**src/core/lagen_pkg.sv**
```systemverilog
// package of constants and types for the linear address generator
package lagen_pkg;
  // ----------------------------------------------------------------
  // widths and field positions
  // ----------------------------------------------------------------
  localparam int LAGEN_LIN_W = 32;
  localparam int LAGEN_PHYS_W = 24;
  localparam int LAGEN_SEL_W = 16;
  localparam int LAGEN_REAL_SHIFT = 4;
  localparam int LAGEN_REAL_W = 20;
  localparam int LAGEN_PAGE_OFS_W = 12;
  localparam int LAGEN_CTRL_PE_BIT = 0;
  localparam int LAGEN_CTRL_PG_BIT = 31;
  localparam int LAGEN_REAL_EA_W = 16;
  // ----------------------------------------------------------------
  // reset values
  // ----------------------------------------------------------------
  localparam logic [31:0] LAGEN_RST_ADDR = 32'h0000_0000;
  // ----------------------------------------------------------------
  // segment register choice and reference kinds
  // ----------------------------------------------------------------
  typedef enum logic [2:0] {
    LAGEN_SEG_EXTRA_ONE   = 3'b000,
    LAGEN_SEG_CODE        = 3'b001,
    LAGEN_SEG_STACK       = 3'b010,
    LAGEN_SEG_DATA        = 3'b011,
    LAGEN_SEG_EXTRA_TWO   = 3'b100,
    LAGEN_SEG_EXTRA_THREE = 3'b101
  } lagen_seg_e;
  typedef enum logic [1:0] {
    LAGEN_REF_DATA  = 2'b00,
    LAGEN_REF_STACK = 2'b01,
    LAGEN_REF_FETCH = 2'b10,
    LAGEN_REF_STRDST = 2'b11
  } lagen_ref_e;
  typedef enum logic [1:0] {
    LAGEN_SZ_BYTE  = 2'b00,
    LAGEN_SZ_WORD  = 2'b01,
    LAGEN_SZ_DWORD = 2'b10
  } lagen_size_e;
endpackage

```
**src/core/lagen_ea.sv**
```systemverilog
// effective address adder: base plus scaled index plus displacement
`timescale 1ns/1ns
`default_nettype none
module lagen_ea
  import lagen_pkg::*;
#(
  parameter int W = 32
) (
  input wire logic [W-1:0] base,
  input wire logic base_use,
  input wire logic [W-1:0] index,
  input wire logic index_use,
  input wire logic [1:0] scale,
  input wire logic [W-1:0] disp,
  input wire logic disp_use,
  input wire logic addr16,
  output logic [W-1:0] ea
);
  // the adder must hold a full linear offset
  if (W < LAGEN_LIN_W) begin : g_bad_w
    $error("lagen_ea: width too small");
  end
  logic [W-1:0] b_term;
  logic [W-1:0] i_term;
  logic [W-1:0] d_term;
  logic [W-1:0] sum;
  // only components that are supplied enter the sum
  always_comb begin
    b_term = base_use ? base : '0;
    i_term = index_use ? (index << scale) : '0;
    d_term = disp_use ? disp : '0;
    sum = b_term + i_term + d_term;
    ea = addr16 ? {{(W-LAGEN_REAL_EA_W){1'b0}}, sum[LAGEN_REAL_EA_W-1:0]} : sum;
  end
endmodule
`default_nettype wire

```
**src/core/lagen_seg_sel.sv**
```systemverilog
// segment register selection with default and override
`timescale 1ns/1ns
`default_nettype none
module lagen_seg_sel
  import lagen_pkg::*;
(
  input wire lagen_ref_e ref_kind,
  input wire logic base_is_stack,
  input wire logic ovr_valid,
  input wire lagen_seg_e ovr_seg,
  output var lagen_seg_e seg
);
  // fetch, stack and string targets ignore any override
  always_comb begin
    case (ref_kind)
      LAGEN_REF_FETCH: seg = LAGEN_SEG_CODE;
      LAGEN_REF_STACK: seg = LAGEN_SEG_STACK;
      LAGEN_REF_STRDST: seg = LAGEN_SEG_EXTRA_ONE;
      LAGEN_REF_DATA: begin
        if (ovr_valid) begin
          seg = ovr_seg;
        end else if (base_is_stack) begin
          seg = LAGEN_SEG_STACK;
        end else begin
          seg = LAGEN_SEG_DATA;
        end
      end
      default: seg = LAGEN_SEG_DATA;
    endcase
  end
endmodule
`default_nettype wire

```
**src/core/lagen_top.sv**
```systemverilog
// linear and physical address generation stage
// ------------------------------------------------------------------
// Notes on behaviour
// - multi-byte operands little-endian, least significant byte at lowest address
// - operand address is the byte address of its least significant byte
// - offset is sum of supplied base, index and displacement
// - real mode: selector shifted left four plus effective address
// - protected mode: 32-bit segment base plus effective address
// - paging off: lower 24 bits of linear address drive physical address
// - paging on: linear address handed to paging unit, 24-bit physical result
// - paged memory uses fixed 4K byte pages
// - default segment: data, stack, or code with instruction pointer for fetch
// - override prefixes select segments explicitly; only way to extra segments two and three
// - segment sizes from 1 byte to 4 gigabytes
// - segment bases may overlap freely, including all at zero
// - default operand size 32 or 16 per code size; prefix swaps it
// - protected mode while control bit 0 set, real mode when clear
// - paging unit enabled while control bits 31 and 0 are both set
// ------------------------------------------------------------------
`timescale 1ns/1ns
`default_nettype none
module lagen_top
  import lagen_pkg::*;
(
  input wire logic SYS_CLK,
  input wire logic RST_N,
  input wire logic [31:0] CTRL_WORD,
  input wire logic REQ_VALID,
  input wire lagen_ref_e REQ_KIND,
  input wire logic BASE_IS_STACK,
  input wire logic OVR_VALID,
  input wire lagen_seg_e OVR_SEG,
  input wire logic [31:0] BASE_VAL,
  input wire logic BASE_USE,
  input wire logic [31:0] INDEX_VAL,
  input wire logic INDEX_USE,
  input wire logic [1:0] SCALE,
  input wire logic [31:0] DISP_VAL,
  input wire logic DISP_USE,
  input wire logic [31:0] INSN_PTR,
  input wire logic CODE_32,
  input wire logic OPSIZE_PFX,
  input wire logic BYTE_OP,
  input wire logic ADDR16,
  input wire logic [15:0] SEL_CODE,
  input wire logic [15:0] SEL_STACK,
  input wire logic [15:0] DATA_SEGMENT_REG,
  input wire logic [15:0] EXTRA_SEGMENT_ONE,
  input wire logic [15:0] EXTRA_SEGMENT_TWO,
  input wire logic [15:0] EXTRA_SEGMENT_THREE,
  input wire logic [31:0] BASE_CODE,
  input wire logic [31:0] BASE_STACK,
  input wire logic [31:0] BASE_DATA,
  input wire logic [31:0] BASE_EXTRA_ONE,
  input wire logic [31:0] BASE_EXTRA_TWO,
  input wire logic [31:0] BASE_EXTRA_THREE,
  input wire logic [31:0] STORE_DATA,
  output logic ADDR_VALID,
  output logic [23:0] PHYS_ADDR,
  output logic PAGE_REQ,
  output logic [31:0] LIN_ADDR,
  output logic [19:0] PAGE_NUM,
  output logic [11:0] PAGE_OFS,
  output var lagen_seg_e SEG_USED,
  output var lagen_size_e OP_SIZE,
  output logic [3:0] BYTE_EN,
  output logic [31:0] BYTE_LANES,
  output logic PROT_MODE,
  output logic PAGING_ON
);
  // ----------------------------------------------------------------
  // elaboration checks on the package widths
  // ----------------------------------------------------------------
  // the ports are fixed, so the package widths must agree with them
  if (LAGEN_LIN_W != $bits(LIN_ADDR) || LAGEN_PHYS_W != $bits(PHYS_ADDR)) begin : g_bad_addr_w
    $error("lagen_top: address widths differ from the ports");
  end
  // real mode sum must fit the selector shifted by four
  if (LAGEN_REAL_W != LAGEN_SEL_W + LAGEN_REAL_SHIFT) begin : g_bad_real_w
    $error("lagen_top: real mode width does not match selector shift");
  end
  // page offset width must agree with its port
  if (LAGEN_PAGE_OFS_W != $bits(PAGE_OFS)) begin : g_bad_page_w
    $error("lagen_top: page offset width differs from the port");
  end
  // both mode bits must sit inside the control word
  if (LAGEN_CTRL_PG_BIT >= 32 || LAGEN_CTRL_PE_BIT >= 32) begin : g_bad_ctrl_bit
    $error("lagen_top: control bit outside control word");
  end

  // ----------------------------------------------------------------
  // effective address and segment choice
  // ----------------------------------------------------------------
  logic [31:0] ea;
  lagen_seg_e seg;
  lagen_ea #(.W(LAGEN_LIN_W)) u_ea (
    .base(BASE_VAL),
    .base_use(BASE_USE),
    .index(INDEX_VAL),
    .index_use(INDEX_USE),
    .scale(SCALE),
    .disp(DISP_VAL),
    .disp_use(DISP_USE),
    .addr16(ADDR16),
    .ea(ea)
  );
  lagen_seg_sel u_seg (
    .ref_kind(REQ_KIND),
    .base_is_stack(BASE_IS_STACK),
    .ovr_valid(OVR_VALID),
    .ovr_seg(OVR_SEG),
    .seg(seg)
  );

  // ----------------------------------------------------------------
  // address translation, next values
  // ----------------------------------------------------------------
  logic protection_enable;
  logic paging_enable;
  logic [31:0] offset;
  logic [15:0] sel;
  logic [31:0] seg_base;
  logic [31:0] real_lin;
  logic [31:0] lin;
  logic next_addr_valid;
  logic [23:0] next_phys_addr;
  logic next_page_req;
  logic [31:0] next_lin_addr;
  lagen_seg_e next_seg_used;
  lagen_size_e next_op_size;
  logic [3:0] next_byte_en;
  logic [31:0] next_byte_lanes;
  logic next_prot_mode;
  logic next_paging_on;
  logic [19:0] next_page_num;
  logic [11:0] next_page_ofs;

  // mode bits and chosen selector, base and offset
  always_comb begin
    protection_enable = CTRL_WORD[LAGEN_CTRL_PE_BIT];
    paging_enable = CTRL_WORD[LAGEN_CTRL_PG_BIT] & protection_enable;
    offset = (REQ_KIND == LAGEN_REF_FETCH) ? INSN_PTR : ea;
    case (seg)
      LAGEN_SEG_CODE: begin
        sel = SEL_CODE;
        seg_base = BASE_CODE;
      end
      LAGEN_SEG_STACK: begin
        sel = SEL_STACK;
        seg_base = BASE_STACK;
      end
      LAGEN_SEG_EXTRA_ONE: begin
        sel = EXTRA_SEGMENT_ONE;
        seg_base = BASE_EXTRA_ONE;
      end
      LAGEN_SEG_EXTRA_TWO: begin
        sel = EXTRA_SEGMENT_TWO;
        seg_base = BASE_EXTRA_TWO;
      end
      LAGEN_SEG_EXTRA_THREE: begin
        sel = EXTRA_SEGMENT_THREE;
        seg_base = BASE_EXTRA_THREE;
      end
      default: begin
        sel = DATA_SEGMENT_REG;
        seg_base = BASE_DATA;
      end
    endcase
  end

  // linear address in either mode, free base overlap, any segment size
  always_comb begin
    real_lin = ({16'h0000, sel} << LAGEN_REAL_SHIFT) + offset;
    real_lin = {12'h000, real_lin[LAGEN_REAL_W-1:0]};
    if (protection_enable) begin
      lin = seg_base + offset;
    end else begin
      lin = real_lin;
    end
  end

  // outputs: truncate or hand to paging unit, plus size and byte lanes
  always_comb begin
    next_addr_valid = REQ_VALID & ~paging_enable;
    next_page_req = REQ_VALID & paging_enable;
    next_phys_addr = PHYS_ADDR;
    next_lin_addr = LIN_ADDR;
    next_seg_used = SEG_USED;
    next_op_size = OP_SIZE;
    next_byte_en = BYTE_EN;
    next_byte_lanes = BYTE_LANES;
    next_prot_mode = protection_enable;
    next_paging_on = paging_enable;
    next_page_num = PAGE_NUM;
    next_page_ofs = PAGE_OFS;
    if (REQ_VALID) begin
      next_lin_addr = lin;
      // page number and offset split at the 4K boundary
      next_page_num = lin[LAGEN_LIN_W-1:LAGEN_PAGE_OFS_W];
      next_page_ofs = lin[LAGEN_PAGE_OFS_W-1:0];
      next_phys_addr = paging_enable ? PHYS_ADDR : lin[LAGEN_PHYS_W-1:0];
      next_seg_used = seg;
      if (BYTE_OP) begin
        next_op_size = LAGEN_SZ_BYTE;
      end else if (CODE_32 ^ OPSIZE_PFX) begin
        next_op_size = LAGEN_SZ_DWORD;
      end else begin
        next_op_size = LAGEN_SZ_WORD;
      end
      // least significant byte sits in lane 0 at the operand address
      case (next_op_size)
        LAGEN_SZ_BYTE: next_byte_en = 4'h1;
        LAGEN_SZ_WORD: next_byte_en = 4'h3;
        default: next_byte_en = 4'hf;
      endcase
      next_byte_lanes = STORE_DATA;
    end
  end

  // ----------------------------------------------------------------
  // result register stage
  // ----------------------------------------------------------------
  always_ff @(posedge SYS_CLK) begin
    if (!RST_N) begin
      ADDR_VALID <= 1'b0;
      PAGE_REQ <= 1'b0;
      PHYS_ADDR <= LAGEN_RST_ADDR[LAGEN_PHYS_W-1:0];
      LIN_ADDR <= LAGEN_RST_ADDR;
      SEG_USED <= LAGEN_SEG_DATA;
      OP_SIZE <= LAGEN_SZ_BYTE;
      BYTE_EN <= 4'h0;
      BYTE_LANES <= 32'h0000_0000;
      PROT_MODE <= 1'b0;
      PAGING_ON <= 1'b0;
      PAGE_NUM <= 20'h00000;
      PAGE_OFS <= 12'h000;
    end else begin
      ADDR_VALID <= next_addr_valid;
      PAGE_REQ <= next_page_req;
      PHYS_ADDR <= next_phys_addr;
      LIN_ADDR <= next_lin_addr;
      SEG_USED <= next_seg_used;
      OP_SIZE <= next_op_size;
      BYTE_EN <= next_byte_en;
      BYTE_LANES <= next_byte_lanes;
      PROT_MODE <= next_prot_mode;
      PAGING_ON <= next_paging_on;
      PAGE_NUM <= next_page_num;
      PAGE_OFS <= next_page_ofs;
    end
  end
endmodule
`default_nettype wire

```
**config.mk**
```make
export PLATFORM = sky130hd
export DESIGN_NAME = lagen_top
export DESIGN_NICKNAME = d
export VERILOG_FILES = /design/src/core/lagen_pkg.sv /design/src/core/lagen_ea.sv /design/src/core/lagen_seg_sel.sv /design/src/core/lagen_top.sv
export SDC_FILE = /design/constraint.sdc
export NUM_CORES = 1
export LEC_CHECK = 0
export BUFFER_PORTS_ARGS = -buffer_cell sky130_fd_sc_hd__buf_2
export CAP_MARGIN = 20
export CORE_AREA = 8 8 239 241
export CTS_CLUSTER_DIAMETER = 40
export CTS_CLUSTER_SIZE = 20
export DETAILED_ROUTE_END_ITERATION = 8
export DIE_AREA = 0 0 247 249
export HOLD_SLACK_MARGIN = 0.15
export PLACE_DENSITY = 0.58
export SETUP_SLACK_MARGIN = 0.5
export SYNTH_ARGS = -nofsm -noshare
export SYNTH_HDL_FRONTEND = slang
export SYNTH_HIERARCHICAL = 1
export SYNTH_SLANG_ARGS = --single-unit
```
**constraint.sdc**
```tcl
create_clock -name SYS_CLK -period 7.2 [get_ports SYS_CLK]
set_input_delay 1.44 -clock SYS_CLK [delete_from_list [all_inputs] [get_ports SYS_CLK]]
set_output_delay 1.44 -clock SYS_CLK [all_outputs]
set_load 0.02 [all_outputs]
```
# --- Word-level counts from Yosys, hierarchy flattened ---
# Index checks and enable logic that the tools add are counted.
classes:
  addsub: 4
  eq_ne: 8
  shifts: 1
  mux: 15
  bitwise: 5
  n_reduce_logical: 4
op_table:
  columns: ["operator", "count"]
  rows:
  - ["32-bit two-way mux", 6]
  - ["32-bit case mux with 5 select lines", 1]
  - ["32-bit adder", 3]
  - ["16-bit case mux with 5 select lines", 1]
  - ["32-bit by 2-bit << shifter with 32-bit output", 1]
  - ["20-bit adder", 1]
  - ["3-bit case mux with 4 select lines", 1]
  - ["4-bit case mux with 2 select lines", 1]
  - ["3-bit equality test (second input constant)", 2]
  - ["2-bit two-way mux", 3]
  - ["2-bit by 1-bit equality test with 1-bit output (second input constant)", 2]
  - ["2-bit equality test (second input constant)", 2]
  - ["2-bit zero test", 2]
  - ["1-bit AND", 3]
  - ["3-bit by 1-bit equality test with 1-bit output (second input constant)", 1]
  - ["3-bit by 2-bit equality test with 1-bit output (second input constant)", 1]
  - ["3-bit zero test", 1]
  - ["3-bit two-way mux", 1]
  - ["2-bit AND reduction", 1]
  - ["1-bit two-way mux", 1]
  - ["1-bit NOT", 1]
  - ["1-bit XOR", 1]
word_totals:
  reg_bits: 133
  in_bits: 499
  output_inout_bits: 133
  elab_cells: 49

# --- Depth between registers and ports, before layout ---
logic_depth:
  ltp_word: 8
  mapped_depth: 27
  ltp_nobuf: 24

# --- Cells and area by module ---
# Netlist, hierarchy kept.
by_module_without_submodules:
  columns: ["mod", "instances", "cells_each", "area_per_inst_um2", "seq_area_each_um2"]
  rows:
  - ["lagen_top", 1, 1033, 8654.6, 1981.9]
  - ["lagen_ea", 1, 492, 3806.2, 0.0]
  - ["lagen_seg_sel", 1, 7, 42.5, 0.0]

# --- Worst setup path before layout ---
# No wires, ideal clock.
synth_timing:
  path_type: "input to register"
  startpoint: "in SCALE[0]"
  endpoint: "reg LIN_ADDR[31]"
  setup_ns: 0.122
  arrival_time_ns: 6.845
  t_required_ns: 7.078
  setup_slack_ns: 0.233
  cell_stages: 24
  path_buffers: 4
  path_cell_list: "clkbuf_1 -> buf_2 -> mux4_2 -> and2_1 -> fa_1 -> ha_1 -> buf_2 -> nand4_2 -> or4_1 -> a2111o_1 -> nand4_2 -> xnor2_1 -> nor2_1 -> mux2_2 -> ha_1 -> clkbuf_2 -> a21oi_1 -> or3_1 -> a31oi_1 -> nor3b_1 -> a21oi_1 -> a311oi_1 -> and3_1 -> a311o_1"
synth_between:
  elab_chain_cells: 8
synth_rtl:
  columns: ["item", "line", "rtl"]
  rows:
  - ["start: declaration", "lagen_top.sv:37", "input wire logic [1:0] SCALE,"]
  - ["32-bit by 2-bit << shifter with 32-bit output", "lagen_ea.sv:30", "i_term = index_use ? (index << scale) : '0;"]
  - ["32-bit two-way mux", "lagen_ea.sv:30", null]
  - ["32-bit adder (2 in a row)", "lagen_ea.sv:32", "sum = b_term + i_term + d_term;"]
  - ["32-bit two-way mux", "lagen_ea.sv:33", "ea = addr16 ? {{(W-LAGEN_REAL_EA_W){1'b0}}, sum[LAGEN_REAL_EA_W-1:0]} : sum;"]
  - ["named net ea[22]", "lagen_top.sv:94", "logic [31:0] ea;"]
  - ["32-bit two-way mux", "lagen_top.sv:142", "offset = (REQ_KIND == LAGEN_REF_FETCH) ? INSN_PTR : ea;"]
  - ["32-bit adder", "lagen_top.sv:176", "lin = seg_base + offset;"]
  - ["32-bit two-way mux", "lagen_top.sv:175", "if (protection_enable) begin"]
  - ["end signal: assignment", "lagen_top.sv:241", "LIN_ADDR <= next_lin_addr;"]
  - ["end: declaration", "lagen_top.sv:61", "output logic [31:0] LIN_ADDR,"]
# The timed path passes the listed nets, and every way through them passes these cells.
# A chain may end at the register's enable or synchronous reset.

# --- Final worst setup path ---
layout_timing:
  startpoint: "in SCALE[0]"
  endpoint: "reg LIN_ADDR[24]"
# The elaborated chain is that of the path after synthesis.

==> impl_metrics.py <==
metrics = {
    "run_status": {
        "status": "finished, final reports clean",
    },
    "clock_network": {
        "cts_max_level": 3,
        "cts_tree": "done",
        "clk_pin_slew_ps": 70,
        "clock_latency_ps": 350,
        "cts_made_buffers": 9,
        "cts_max_path_buffers": 2,
        "cts.sinks": 99,
        "cts_hold_buffers": 0,
        "ctsRootBufferMaster": "clkbuf_16",
    },
    "pwr": {
        "ir_worst_vdd_uv": 103,
        "power_density_nw_per_um2": 208,
        "p_leak_uw": 0.00820,
    },
    "critical_path": {
        "crit_path_start_kind": "primary input",
        "reg2reg_from": "LIN_ADDR[27]$_SDFFE_PN0P_",
        "arrival_ps": 6810,
        "rrSetupSlack_ps": 6390,
        "worstSetupPathType": "in2reg",
        "timing.rr.end": "LIN_ADDR[27]$_SDFFE_PN0P_",
        "worstSetupStartpoint": "SCALE[0]",
        "endpoint": "LIN_ADDR[24]$_SDFFE_PN0P_",
        "cp.required_ps": 7450,
        "crit_fanout": 8,
        "end_kind": "flop",
        "r2r_cells": 2,
    },
    "synthesis": {
        "syn-num-nets": 2142,
        "synth_top_area_share_pct": 15.9,
        "async_flop_share_pct": 0,
        "ys_seq_elements": 99,
        "synth_area_leader_cell": "dfxtp_1",
        "synthTopCellsByCount": "nand2_1, nor2_1, a21oi_1, dfxtp_1, mux2i_1",
        "synth.area.top_cells": "dfxtp_1, ha_1, mux4_2",
        "synth_cells": 1532,
        "synth_edf_count": 0,
        "synth_cell_types": 87,
        "yosysSeqAreaShare_pct": 15.9,
        "ys_warn_count": 6,
        "yosys.cell_count.top_type": "nand2_1",
        "synth_flop_cell": "dfxtp_1",
        "syn_area_per_cell_um2": 8.16,
        "synth_area_um2": 12500,
    },
    "floorplanning": {
        "die_h_um": 249,
        "start_util_pct": 23.5,
        "die_area_um2": 61500,
        "die_x_um": 247,
        "num_rows": 85,
        "core_area_um2": 53300,
        "io_pins": 632,
    },
    "sta": {
        "fin_setup_tns_ps": 0,
        "finalHoldViolCount": 0,
        "tightest_slew_ps": 1190,
        "fin_crit_ps": 6570,
        "setup_viol_count_final": 0,
        "fin_skew_ps": 0,
        "rsz0062_at_grt": "yes",
        "slew_viol_final": 0,
        "fin_ws_ps": 635,
        "slew_headroom_pct": 20.9,
        "max_freq_mhz": 152,
        "fin_crit_sh_pct": 91.2,
    },
    "route": {
        "vias_per_cell": 5.02,
        "drc_errors": 0,
        "drt-wirelength-per-cell_um": 23.5,
        "routed_wl_um": 65800,
        "drt-pass1-iter-count": 5,
        "drt_iter0_markers": 774,
        "via_count": 14019,
        "ant_nets": 0,
    },
    "cells_and_area": {
        "layout.nets": 2699,
        "layoutNonFillerInstCount": 2795,
        "drive_above_1_share_pct": 40.7,
        "fin_area_um2": 17000,
        "utilization_pct": 31.9,
        "area_growth_pct": 35.9,
    },
    "run": {
        "maxCapViolations": 0,
    },
    "placement": {
        "dp.cells": 2771,
        "dpl_worst_slack_ps": 2.32,
        "gp_congestion": 0.914,
        "detailed_place.area_um2": 16400,
        "hpwl_um": 57500,
        "io_buffer_count": 601,
    },
    "grt": {
        "grt_pass1_vias": 14443,
        "grt_max_degree": 68,
        "overflow": 0,
        "grtUsageTotal_pct": 20.0,
        "grt_pass1_wl_um": 93500,
        "antenna_found_initial": 29,
    },
    "hold_path": {
        "hp-start": "PHYS_ADDR[22]$_SDFFE_PN0P_",
        "hp-class": "reg2reg",
    },
}
[worst max-delay path: stages]
cell	delay, ps
buf_6	150
buf_6	180
mux4_2	500
and2_1	180
fa_1	450
ha_1	380
nand4_1	180
a211oi_2	310
and3b_2	290
xnor2_1	130
mux2_2	320
ha_2	390
nand4_1	140
or3b_4	410
a211oi_4	350
nor3_4	110
o31ai_4	320
a31oi_2	140
xnor2_1	160
a32o_1	260
[worst min path at each step]
stage,end,depth (start not counted)
after floorplan,PHYS_ADDR[20]$_SDFFE_PN0P_,2
after global placement,PHYS_ADDR[20]$_SDFFE_PN0P_,2
after detailed placement,PHYS_ADDR[22]$_SDFFE_PN0P_,2
after CTS,PHYS_ADDR[22]$_SDFFE_PN0P_,2
after global routing,PHYS_ADDR[1]$_SDFFE_PN0P_,2
final,PHYS_ADDR[22]$_SDFFE_PN0P_,2
[through the flow]
stage / hold WS (ps) / total power (µW)
floorplan: 528 / 2160
global placement: 444 / 2940
detailed placement: 448 / 2960
CTS: 457 / 3500
global route: 487 / 3810
finish: 456 / 3540
[timing repair]
item,CTS,global route
pin swaps,0,14
setup endpoints to repair,14,24
gates cloned,0,0
resized for setup,4,56
buffers inserted,0,3
[cell usage in the layout, fill, tap and decap left out, types with 5 or more instances in the layout]
cell	count
a22oi_1	40
nor3_1	20
a21o_1	34
inv_1	66
xnor2_1	40
o21ai_0	68
dfxtp_1	99
a21oi_2	7
diode_2	6
nand2b_1	10
o21ai_1	7
xor2_1	26
a32o_1	7
mux2i_1	77
or3_1	6
o21bai_1	6
nand3_1	17
nand2_1	142
clkbuf_16	9
o22ai_1	17
buf_4	81
a211oi_1	47
o21a_1	25
a21oi_1	97
nor2b_1	26
nand4_1	9
ha_1	65
mux2_2	49
and2_1	33
nor2_1	122
a31oi_1	11
and3_1	7
ha_4	7
o221ai_1	19
a221oi_1	18
fa_1	34
buf_2	598
ha_2	5
mux4_2	38
[registers in the layout, indices dropped and copies added, names as in the netlist]
register,cells
BYTE_EN,3
LIN_ADDR,32
PAGE_REQ,1
PHYS_ADDR,24
PAGING_ON,1
SEG_USED,3
PROT_MODE,1
OP_SIZE,1
BYTE_LANES,32
ADDR_VALID,1
[final cells by class]
| class | instances | area, µm² |
|---|---|---|
| fillers | 5682 | 36300 |
| multi-input cells | 1227 | 9860 |
| repair buffers | 685 | 3690 |
| flip-flops and latches | 99 | 1980 |
| well taps | 696 | 871 |
| inverters | 67 | 251 |
| clock buffers | 11 | 243 |
| clock inverters | 4 | 75.1 |
| diodes | 6 | 15.0 |
[per-layer routing]
| layer | wire length (µm) | share of wire, % | vias to the layer above | track usage [%] |
|---|---|---|---|---|
| met5 | 172 | 0.26 | - | 0 |
| met4 | 1140 | 1.7 | 26 | 3.50 |
| met3 | 5500 | 8.4 | 74 | 5.17 |
| met2 | 31000 | 47 | 557 | 34.0 |
| met1 | 28000 | 43 | 6671 | 25.5 |
| li1 | - | - | 6691 | - |
[cells by family (layout without fill, tap and decap cells)]
kind of cell | Yosys count | in the layout | share of synthesized area (%)
and+or+nand+nor | 431 | 431 | 16.5
DFF | 99 | 99 | 15.9
adders and majority gates | 111 | 111 | 13.1
other | 0 | 6 | 0
xor gates and xnor gates | 66 | 66 | 4.62
buffers and inverters | 206 | 767 | 7.65
AOI/OAI and AO/OA | 452 | 452 | 24.6
muxes | 167 | 167 | 17.7
[power by group]
group	leakage (µW)	switching [µW]	internal [µW]
clock	0.000148	202	312
combinational	0.00723	1370	990
sequential	0.000817	45.5	614
total	0.00820	1620	1920
(Power assumes the default switching activity.)
